$ cat src/fan_monitor_defines.vh
// Constants for the fan speed monitor and alarm block
`ifndef FAN_MONITOR_DEFINES_VH
`define FAN_MONITOR_DEFINES_VH

// Tick rate of the PWM time base, in Hz
`define TICK_HZ 25000
// Fan maximum speed, in RPM
`define MAX_ROTOR_SPEED 3300
// Full-scale code of the speed value
`define FULL_SCALE 255
// RPM to pulses per second, two pulses per revolution
`define RPM_TO_PPS 30
// Conversion constant for the speed divider
`define SPEED_K (`TICK_HZ * `FULL_SCALE * `RPM_TO_PPS / `MAX_ROTOR_SPEED)
// Alarm threshold as a percentage of the commanded speed
`define ALARM_PCT 8'h41
`define PCT_FULL 16'h0064

// Widths
`define PERIOD_W 16
`define QUOT_W 24
`define SPEED_W 8

// Default limits and start timing; lock limit, start delay and ramp interval in PWM ticks
`define LOCK_MAX_DEF 16'h1388
`define ALARM_MAX_DEF 8'h20
`define START_DELAY_DEF 16'h61a8
`define RAMP_STEP_DEF 8'h04
`define RAMP_INTERVAL_DEF 16'h00fa

// Start sequence states
`define ST_IDLE 2'h0
`define ST_DELAY 2'h1
`define ST_RAMP 2'h2
`define ST_RUN 2'h3

`endif

$ cat src/speed_divider.v
// Sequential restoring divider for the speed conversion
`timescale 1ns/1ps

module speed_divider #(
  parameter NW = 24,
  parameter DW = 16
) (
  input wire clk,
  input wire rst,
  input wire start,
  input wire [NW-1:0] dividend,
  input wire [DW-1:0] divisor,
  output reg [NW-1:0] quotient,
  output reg done
);

  reg [NW-1:0] num_r;
  reg [DW:0] rem_r;
  reg [DW-1:0] den_r;
  reg [5:0] cnt_r;
  reg busy_r;
  wire [DW:0] shifted;
  wire [DW:0] diff;

  assign shifted = {rem_r[DW-1:0], num_r[NW-1]};
  assign diff = shifted - {1'b0, den_r};

  // One quotient bit per clock, MSB first
  always @(posedge clk) begin
    if (rst) begin
      num_r <= {NW{1'b0}};
      rem_r <= {(DW+1){1'b0}};
      den_r <= {DW{1'b0}};
      cnt_r <= 6'h00;
      busy_r <= 1'b0;
      quotient <= {NW{1'b0}};
      done <= 1'b0;
    end else begin
      done <= 1'b0;
      if (start && !busy_r) begin
        num_r <= dividend;
        rem_r <= {(DW+1){1'b0}};
        den_r <= divisor;
        cnt_r <= NW[5:0];
        busy_r <= 1'b1;
      end else if (busy_r) begin
        if (!diff[DW]) begin
          rem_r <= diff;
          num_r <= {num_r[NW-2:0], 1'b1};
        end else begin
          rem_r <= shifted;
          num_r <= {num_r[NW-2:0], 1'b0};
        end
        cnt_r <= cnt_r - 6'h01;
        if (cnt_r == 6'h01) begin
          busy_r <= 1'b0;
          done <= 1'b1;
          quotient <= {num_r[NW-2:0], ~diff[DW]};
        end
      end
    end
  end

endmodule

$ cat src/fan_speed_monitor_alarm.v
// Fan speed measurement, tach, alarm and start ramp logic
`timescale 1ns/1ps
`include "fan_monitor_defines.vh"

module fan_speed_monitor_alarm #(
  parameter [`PERIOD_W-1:0] START_DELAY = `START_DELAY_DEF,
  parameter [`SPEED_W-1:0] RAMP_STEP = `RAMP_STEP_DEF,
  parameter [`PERIOD_W-1:0] RAMP_INTERVAL = `RAMP_INTERVAL_DEF,
  parameter [`QUOT_W-1:0] SPEED_K = `SPEED_K
) (
  input wire clk,
  input wire rst,
  input wire pwm_tick,
  input wire hall_in,
  input wire bridge_aux_out_a,
  input wire tach_sel,
  input wire [`SPEED_W-1:0] speed_cmd,
  input wire [`PERIOD_W-1:0] lock_max,
  input wire [7:0] alarm_max,
  output reg [`SPEED_W-1:0] speed_val,
  output reg speed_new,
  output reg meas_invalid,
  output reg locked,
  output reg tach_out,
  output reg alarm_out,
  output reg [`SPEED_W-1:0] drive_speed,
  output reg starting
);

  // Hall synchroniser and edge detect
  reg hall_s1_r;
  reg hall_s2_r;
  reg hall_d_r;
  wire hall_rise;

  always @(posedge clk) begin
    if (rst) begin
      hall_s1_r <= 1'b0;
      hall_s2_r <= 1'b0;
      hall_d_r <= 1'b0;
    end else begin
      hall_s1_r <= hall_in;
      hall_s2_r <= hall_s1_r;
      hall_d_r <= hall_s2_r;
    end
  end

  assign hall_rise = hall_s2_r & ~hall_d_r;

  // Period counter on PWM ticks
  reg [`PERIOD_W-1:0] period_cnt_r;
  reg [`PERIOD_W-1:0] period_r;
  reg div_start_r;
  reg locked_nxt;
  reg seen_r;

  always @* begin
    locked_nxt = locked;
    if (hall_rise)
      locked_nxt = 1'b0;
    else if (period_cnt_r > lock_max)
      locked_nxt = 1'b1;
  end

  always @(posedge clk) begin
    if (rst) begin
      period_cnt_r <= {`PERIOD_W{1'b0}};
      period_r <= {`PERIOD_W{1'b0}};
      div_start_r <= 1'b0;
      locked <= 1'b0;
      seen_r <= 1'b0;
    end else begin
      div_start_r <= 1'b0;
      locked <= locked_nxt;
      if (hall_rise) begin
        // Zero period would divide by zero
        if (period_cnt_r == {`PERIOD_W{1'b0}})
          period_r <= {{(`PERIOD_W-1){1'b0}}, 1'b1};
        else
          period_r <= period_cnt_r;
        // First edge after reset only opens the count
        div_start_r <= ~locked & seen_r;
        seen_r <= 1'b1;
        if (pwm_tick)
          period_cnt_r <= {{(`PERIOD_W-1){1'b0}}, 1'b1};
        else
          period_cnt_r <= {`PERIOD_W{1'b0}};
      end else if (pwm_tick && (period_cnt_r <= lock_max)) begin
        period_cnt_r <= period_cnt_r + 1'b1;
      end
    end
  end

  // Speed conversion: constant divided by period
  wire [`QUOT_W-1:0] quot;
  wire div_done;

  speed_divider #(
    .NW(`QUOT_W),
    .DW(`PERIOD_W)
  ) u_div (
    .clk(clk),
    .rst(rst),
    .start(div_start_r),
    .dividend(SPEED_K),
    .divisor(period_r),
    .quotient(quot),
    .done(div_done)
  );

  wire over_range;
  assign over_range = |quot[`QUOT_W-1:`SPEED_W];

  always @(posedge clk) begin
    if (rst) begin
      speed_val <= {`SPEED_W{1'b0}};
      meas_invalid <= 1'b0;
      speed_new <= 1'b0;
    end else begin
      speed_new <= div_done;
      if (locked_nxt && !locked) begin
        speed_val <= {`SPEED_W{1'b0}};
        meas_invalid <= 1'b0;
      end else if (div_done) begin
        meas_invalid <= over_range;
        if (over_range)
          speed_val <= {`SPEED_W{1'b1}};
        else
          speed_val <= quot[`SPEED_W-1:0];
      end
    end
  end

  // Tachometer output
  always @(posedge clk) begin
    if (rst) begin
      tach_out <= 1'b1;
    end else if (tach_sel) begin
      tach_out <= bridge_aux_out_a;
    end else if (locked) begin
      tach_out <= 1'b1;
    end else begin
      tach_out <= hall_s2_r;
    end
  end

  // Alarm threshold and counter
  wire [15:0] thr_prod;
  wire [15:0] thr_full;
  wire [`SPEED_W-1:0] alarm_thr;
  reg [7:0] alarm_cnt_r;
  reg alarm_eval_r;

  assign thr_prod = speed_cmd * `ALARM_PCT;
  assign thr_full = thr_prod / `PCT_FULL;
  assign alarm_thr = thr_full[`SPEED_W-1:0];

  always @(posedge clk) begin
    if (rst) begin
      alarm_eval_r <= 1'b0;
    end else begin
      alarm_eval_r <= div_done;
    end
  end

  always @(posedge clk) begin
    if (rst) begin
      alarm_cnt_r <= 8'h00;
      alarm_out <= 1'b0;
    end else if (locked) begin
      alarm_out <= 1'b1;
    end else if (alarm_eval_r) begin
      if (speed_val < alarm_thr) begin
        if (alarm_cnt_r != 8'hff)
          alarm_cnt_r <= alarm_cnt_r + 8'h01;
        if (alarm_cnt_r >= alarm_max)
          alarm_out <= 1'b1;
      end else begin
        alarm_cnt_r <= 8'h00;
        alarm_out <= 1'b0;
      end
    end
  end

  // Start delay and ramp
  localparam [1:0] S_IDLE = `ST_IDLE;
  localparam [1:0] S_DELAY = `ST_DELAY;
  localparam [1:0] S_RAMP = `ST_RAMP;
  localparam [1:0] S_RUN = `ST_RUN;

  reg [1:0] state_r;
  reg [1:0] state_nxt;
  reg [`PERIOD_W-1:0] tick_cnt_r;
  reg [`PERIOD_W-1:0] tick_cnt_nxt;
  reg [`SPEED_W-1:0] drive_nxt;
  wire [`SPEED_W:0] ramp_sum;

  assign ramp_sum = {1'b0, drive_speed} + {1'b0, RAMP_STEP};

  always @* begin
    state_nxt = state_r;
    tick_cnt_nxt = tick_cnt_r;
    drive_nxt = drive_speed;
    if (speed_cmd == {`SPEED_W{1'b0}}) begin
      state_nxt = S_IDLE;
      tick_cnt_nxt = {`PERIOD_W{1'b0}};
      drive_nxt = {`SPEED_W{1'b0}};
    end else begin
      case (state_r)
        S_IDLE: begin
          state_nxt = S_DELAY;
          tick_cnt_nxt = {`PERIOD_W{1'b0}};
          drive_nxt = {`SPEED_W{1'b0}};
        end
        S_DELAY: begin
          drive_nxt = {`SPEED_W{1'b0}};
          if (pwm_tick) begin
            if (tick_cnt_r >= START_DELAY - 1'b1) begin
              state_nxt = S_RAMP;
              tick_cnt_nxt = {`PERIOD_W{1'b0}};
            end else begin
              tick_cnt_nxt = tick_cnt_r + 1'b1;
            end
          end
        end
        S_RAMP: begin
          if (pwm_tick) begin
            if (tick_cnt_r >= RAMP_INTERVAL - 1'b1) begin
              tick_cnt_nxt = {`PERIOD_W{1'b0}};
              if (ramp_sum >= {1'b0, speed_cmd}) begin
                drive_nxt = speed_cmd;
                state_nxt = S_RUN;
              end else begin
                drive_nxt = ramp_sum[`SPEED_W-1:0];
              end
            end else begin
              tick_cnt_nxt = tick_cnt_r + 1'b1;
            end
          end
        end
        S_RUN: begin
          drive_nxt = speed_cmd;
        end
        default: begin
          state_nxt = S_IDLE;
          tick_cnt_nxt = {`PERIOD_W{1'b0}};
          drive_nxt = {`SPEED_W{1'b0}};
        end
      endcase
    end
  end

  always @(posedge clk) begin
    if (rst) begin
      state_r <= S_DELAY;
      tick_cnt_r <= {`PERIOD_W{1'b0}};
      drive_speed <= {`SPEED_W{1'b0}};
      starting <= 1'b1;
    end else begin
      state_r <= state_nxt;
      tick_cnt_r <= tick_cnt_nxt;
      drive_speed <= drive_nxt;
      starting <= (state_nxt == S_DELAY) || (state_nxt == S_RAMP);
    end
  end

endmodule

$ cat config.mk
export PLATFORM = sky130hd
export DESIGN_NAME = fan_speed_monitor_alarm
export DESIGN_NICKNAME = d
export VERILOG_FILES = /design/src/speed_divider.v /design/src/fan_speed_monitor_alarm.v
export VERILOG_INCLUDE_DIRS = /design/src /design/src/src
export SDC_FILE = /design/constraint.sdc
export NUM_CORES = 1
export LEC_CHECK = 0
export ABC_AREA = 1
export BUFFER_PORTS_ARGS = -buffer_cell sky130_fd_sc_hd__buf_2
export CAP_MARGIN = 30
export CORE_AREA = 2 2 181 183
export DETAILED_ROUTE_END_ITERATION = 7
export DIE_AREA = 0 0 183 185
export PLACE_DENSITY = 0.51
export SLEW_MARGIN = 20
export SYNTH_ARGS = -nofsm -noshare
export SYNTH_HDL_FRONTEND = slang
export SYNTH_SLANG_ARGS = --single-unit
$ cat constraint.sdc
create_clock -name clk -period 7.1 [get_ports clk]
set_input_delay 1.42 -clock clk [delete_from_list [all_inputs] [get_ports clk]]
set_output_delay 1.42 -clock clk [all_outputs]
set_load 0.02 [all_outputs]
==> summary.md <==
### Outcome
• **outcome** finished, final reports clean

### Synth
• **Avg Cell Area, Syn** 7.05 µm²
• **most used flip-flop cell after synthesis** sky130_fd_sc_hd__dfxtp_1
• **Post-synth EDFFs** 0
• **area of the mapped netlist** 10,100 µm²
• **share of flip-flops with an asynchronous set or reset** 0%
• **proportion of synthesized chip area in sequential cells** 34.2%
• **synthesized instance count** 1,437
• **count of unique library cells instantiated by Yosys** 54
• **Synth warnings** 0
• **Mapped Nets** 1,549
• **flops & latches, synth** 173

### Setup path
• **category of cells accounting for the largest share of critical-path delay** simple AND/OR/NAND/NOR gates
• **category of the critical setup timing path** input pin to flop
• **WP data arrival** 6.79 ns
• **data required time at the worst endpoint** 7.46 ns
• **type of element capturing the critical path** flop
• **Worst path most repeated cell** sky130_fd_sc_hd__nand2_2
• **Worst Path Max Fanout** 8
• **CP peak stage delay** 0.40 ns
• **slowest stage cell, crit path** sky130_fd_sc_hd__fa_1
• **Crit path buffers/inverters** 5
• **launching element type of the critical path** input pin

### Finish
• **layout cell share with drive strength beyond 1** 12.2%
• **Util after Layout** 35.9%
• **antenna diode instance count** 0
• **area growth from synthesis to layout** 13.4%
• **Net count, final** 1,600
• **post-route cell area** 11,500 µm²

### Routing
• **total iterations of the first detailed-routing run** 5
• **final antenna-violating net count** 0
• **total via count in the routed design** 9,019
• **total wire length after detailed routing** 24,100 µm
• **final routed wire length divided by cell count** 12.6 µm
• **Iteration-0 DRC Markers** 480
• **Post-route DRC** 0
• **via density per instance** 4.72

### Timing
• **shortest clock period the worst path allows after layout** 6.44 ns
• **setup repair after global routing missed its margin** false
• **timing-limited maximum frequency** 155 MHz
• **final cycle utilization of the critical path** 90.6%
• **setup_tns** 0 ns
• **Max-Slew Margin vs Limit** 47.6%
• **Hold Violations, Final** 0
• **slew at the pin closest to its max-slew limit** 0.785 ns
• **final max-slew violation count** 0
• **Worst Skew** 0.0163 ns
• **Setup violations, final** 0

### CTS
• **clock tree from TritonCTS** done
• **TritonCTS buffer count** 17
• **Post-CTS Setup Inserts** 0
• **post-cts sizing count** 0
• **clock-pin slew of the registers on the worst-case setup and hold paths** 0.07 ns
• **total number of H-tree levels** 4
• **total number of clock tree sinks** 173
• **CTS root buf** sky130_fd_sc_hd__clkbuf_16
• **hold-fix buffers at CTS** 0
• **CTS max path bufs** 2
• **insertion delay to the later sink of the worst-skew pair** 0.44 ns

### Global route
• **combined global-route utilization of all metal layers** 14.6%
• **first-pass GRT wire length** 40,800 µm
• **number of antenna violations at the first check in global routing** 1
• **gr ovfl total** 0
• **largest net degree at the start of global routing** 66
• **vias in the first global route** 8,518

### Power
• **post-layout power** 2.89 mW
• **static power due to leakage** 5.09 nW
• **Peak supply drop** 135 µV
• **power per unit of standard cell area** 251 nW/µm²

### Floorplan
• **Core Area** 32,000 µm²
• **effective utilization at floorplan** 31.6%
• **number of ports placed on the die boundary** 60
• **Die X** 183 µm
• **chip height** 185 µm
• **floorplan row count** 66
• **Die Area** 33,900 µm²

### Placement
• **GP Congestion** 0.819
• **PortBufs** 59
• **post-detail-place hpwl** 18,400 µm
• **instance area at placement** 10,800 µm²

### Job
• **number of max-cap violations** 0

### Hold path
• **Hold/Removal Path Class** flop to flop

[final timing paths]
kind / slack (ns) / to / cells past startpoint / from
hold reg to reg: 0.41 / hall_s2_r$_SDFF_PP0_ / 2 / hall_s1_r$_SDFF_PP0_
setup reg to reg: 2.03 / u_div.rem_r[4]$_SDFFE_PP0P_ / 25 / u_div.num_r[23]$_SDFFE_PP0P_
setup / recovery: 0.66 / alarm_cnt_r[3]$_SDFFE_PP0P_ / 47 / speed_cmd[1]
hold / removal: 0.41 / hall_s2_r$_SDFF_PP0_ / 2 / hall_s1_r$_SDFF_PP0_
[where the power goes]
| part | internal (mW) | switching [mW] | leakage [nW] | total [mW] |
|---|---|---|---|---|
| Combinational | 0.313 | 0.625 | 3.40 | 0.937 |
| Clock | 0.535 | 0.434 | 0.295 | 0.970 |
| Sequential | 0.979 | 0.00563 | 1.40 | 0.984 |
| Total | 1.83 | 1.06 | 5.09 | 2.89 |
[synth_stat cells (7+ instances only)]
master | number | area share [%]
sky130_fd_sc_hd__inv_1 | 237 | 8.8
sky130_fd_sc_hd__inv_2 | 15 | 0.56
sky130_fd_sc_hd__a211oi_1 | 13 | 0.96
sky130_fd_sc_hd__o22ai_1 | 22 | 1.4
sky130_fd_sc_hd__nor3_1 | 20 | 0.99
sky130_fd_sc_hd__xor2_1 | 18 | 1.6
sky130_fd_sc_hd__nand4_1 | 23 | 1.4
sky130_fd_sc_hd__nand2_2 | 32 | 2.0
sky130_fd_sc_hd__a221oi_1 | 9 | 0.78
sky130_fd_sc_hd__ha_1 | 72 | 8.9
sky130_fd_sc_hd__o21bai_1 | 8 | 0.59
sky130_fd_sc_hd__nor2_1 | 115 | 4.3
sky130_fd_sc_hd__o211ai_1 | 21 | 1.6
sky130_fd_sc_hd__dfxtp_1 | 173 | 34
sky130_fd_sc_hd__a21oi_1 | 120 | 5.9
sky130_fd_sc_hd__clkbuf_1 | 32 | 1.2
sky130_fd_sc_hd__nand3_1 | 71 | 3.5
sky130_fd_sc_hd__nand2_4 | 7 | 0.78
sky130_fd_sc_hd__nor4_1 | 9 | 0.56
sky130_fd_sc_hd__o21ai_0 | 82 | 4.0
sky130_fd_sc_hd__o21ai_1 | 16 | 0.79
sky130_fd_sc_hd__nand2_1 | 255 | 9.4
[sequential cells by signal (all words and copies together), names as in the netlist, 16 cells and up]
signal / cells
u_div.den_r: 16
period_cnt_r: 16
u_div.rem_r: 16
period_r: 16
tick_cnt_r: 16
u_div.num_r: 24
u_div.quotient: 24
[worst min-delay path, stage by stage (launching register included)]
cell	delay (ns)
sky130_fd_sc_hd__dfxtp_1	0.30
sky130_fd_sc_hd__inv_1	0.04
sky130_fd_sc_hd__nor2_1	0.03
[cells by family after synthesis]
logic type / Yosys count / synth area share, %
AND/OR/NAND/NOR: 565 / 26.1
XOR/XNOR: 23 / 1.99
buffers and inverters: 291 / 10.9
flip-flops: 173 / 34.2
AO/OA/AOI/OAI: 311 / 17.6
adder cells (fa/ha/maj): 74 / 9.28
[area by class of cell]
cell class	instances	area (µm²)
Clock buffer	18	429
Multi-Input combinational cell	973	5590
Fill cell	3444	20500
Inverter	256	963
Tap cell	408	510
Timing Repair Buffer	67	370
Sequential cell	173	3460
Clock inverter	14	173
[through the flow]
| stage | cells | worst slack, ns | hold slack (ns) |
|---|---|---|---|
| after floorplan | 1437 | 0.906 | 0.388 |
| final | 1909 | 0.665 | 0.406 |
| after CTS | 1907 | 0.602 | 0.410 |
| after detailed placement | 1875 | 0.138 | 0.397 |
| after global routing | 1909 | 0.0167 | 0.428 |
| after global placement | 1875 | 0.291 | 0.398 |
[layer usage]
metal	vias to the layer above	routed length [µm]	global-route usage, %	share of wire, %
met2	87	11200	24.9	46
met1	4074	12100	19.3	50
met4	2	254	3.39	1.1
met3	19	653	2.63	2.7
met5	-	13	0	0.054
li1	4837	-	-	-
[cells in the final DEF (no fill, tap or decap), types with 22 or more instances in the layout]
master and instances:
sky130_fd_sc_hd__nand2_2 34, sky130_fd_sc_hd__dfxtp_1 172, sky130_fd_sc_hd__a21oi_1 120, sky130_fd_sc_hd__nor2_1 115
sky130_fd_sc_hd__o21ai_0 82, sky130_fd_sc_hd__o22ai_1 22, sky130_fd_sc_hd__nand3_1 71, sky130_fd_sc_hd__inv_1 237
sky130_fd_sc_hd__nand4_1 23, sky130_fd_sc_hd__buf_2 59, sky130_fd_sc_hd__ha_1 72, sky130_fd_sc_hd__nand2_1 253
No activity file was read; power rests on OpenSTA's default activity.
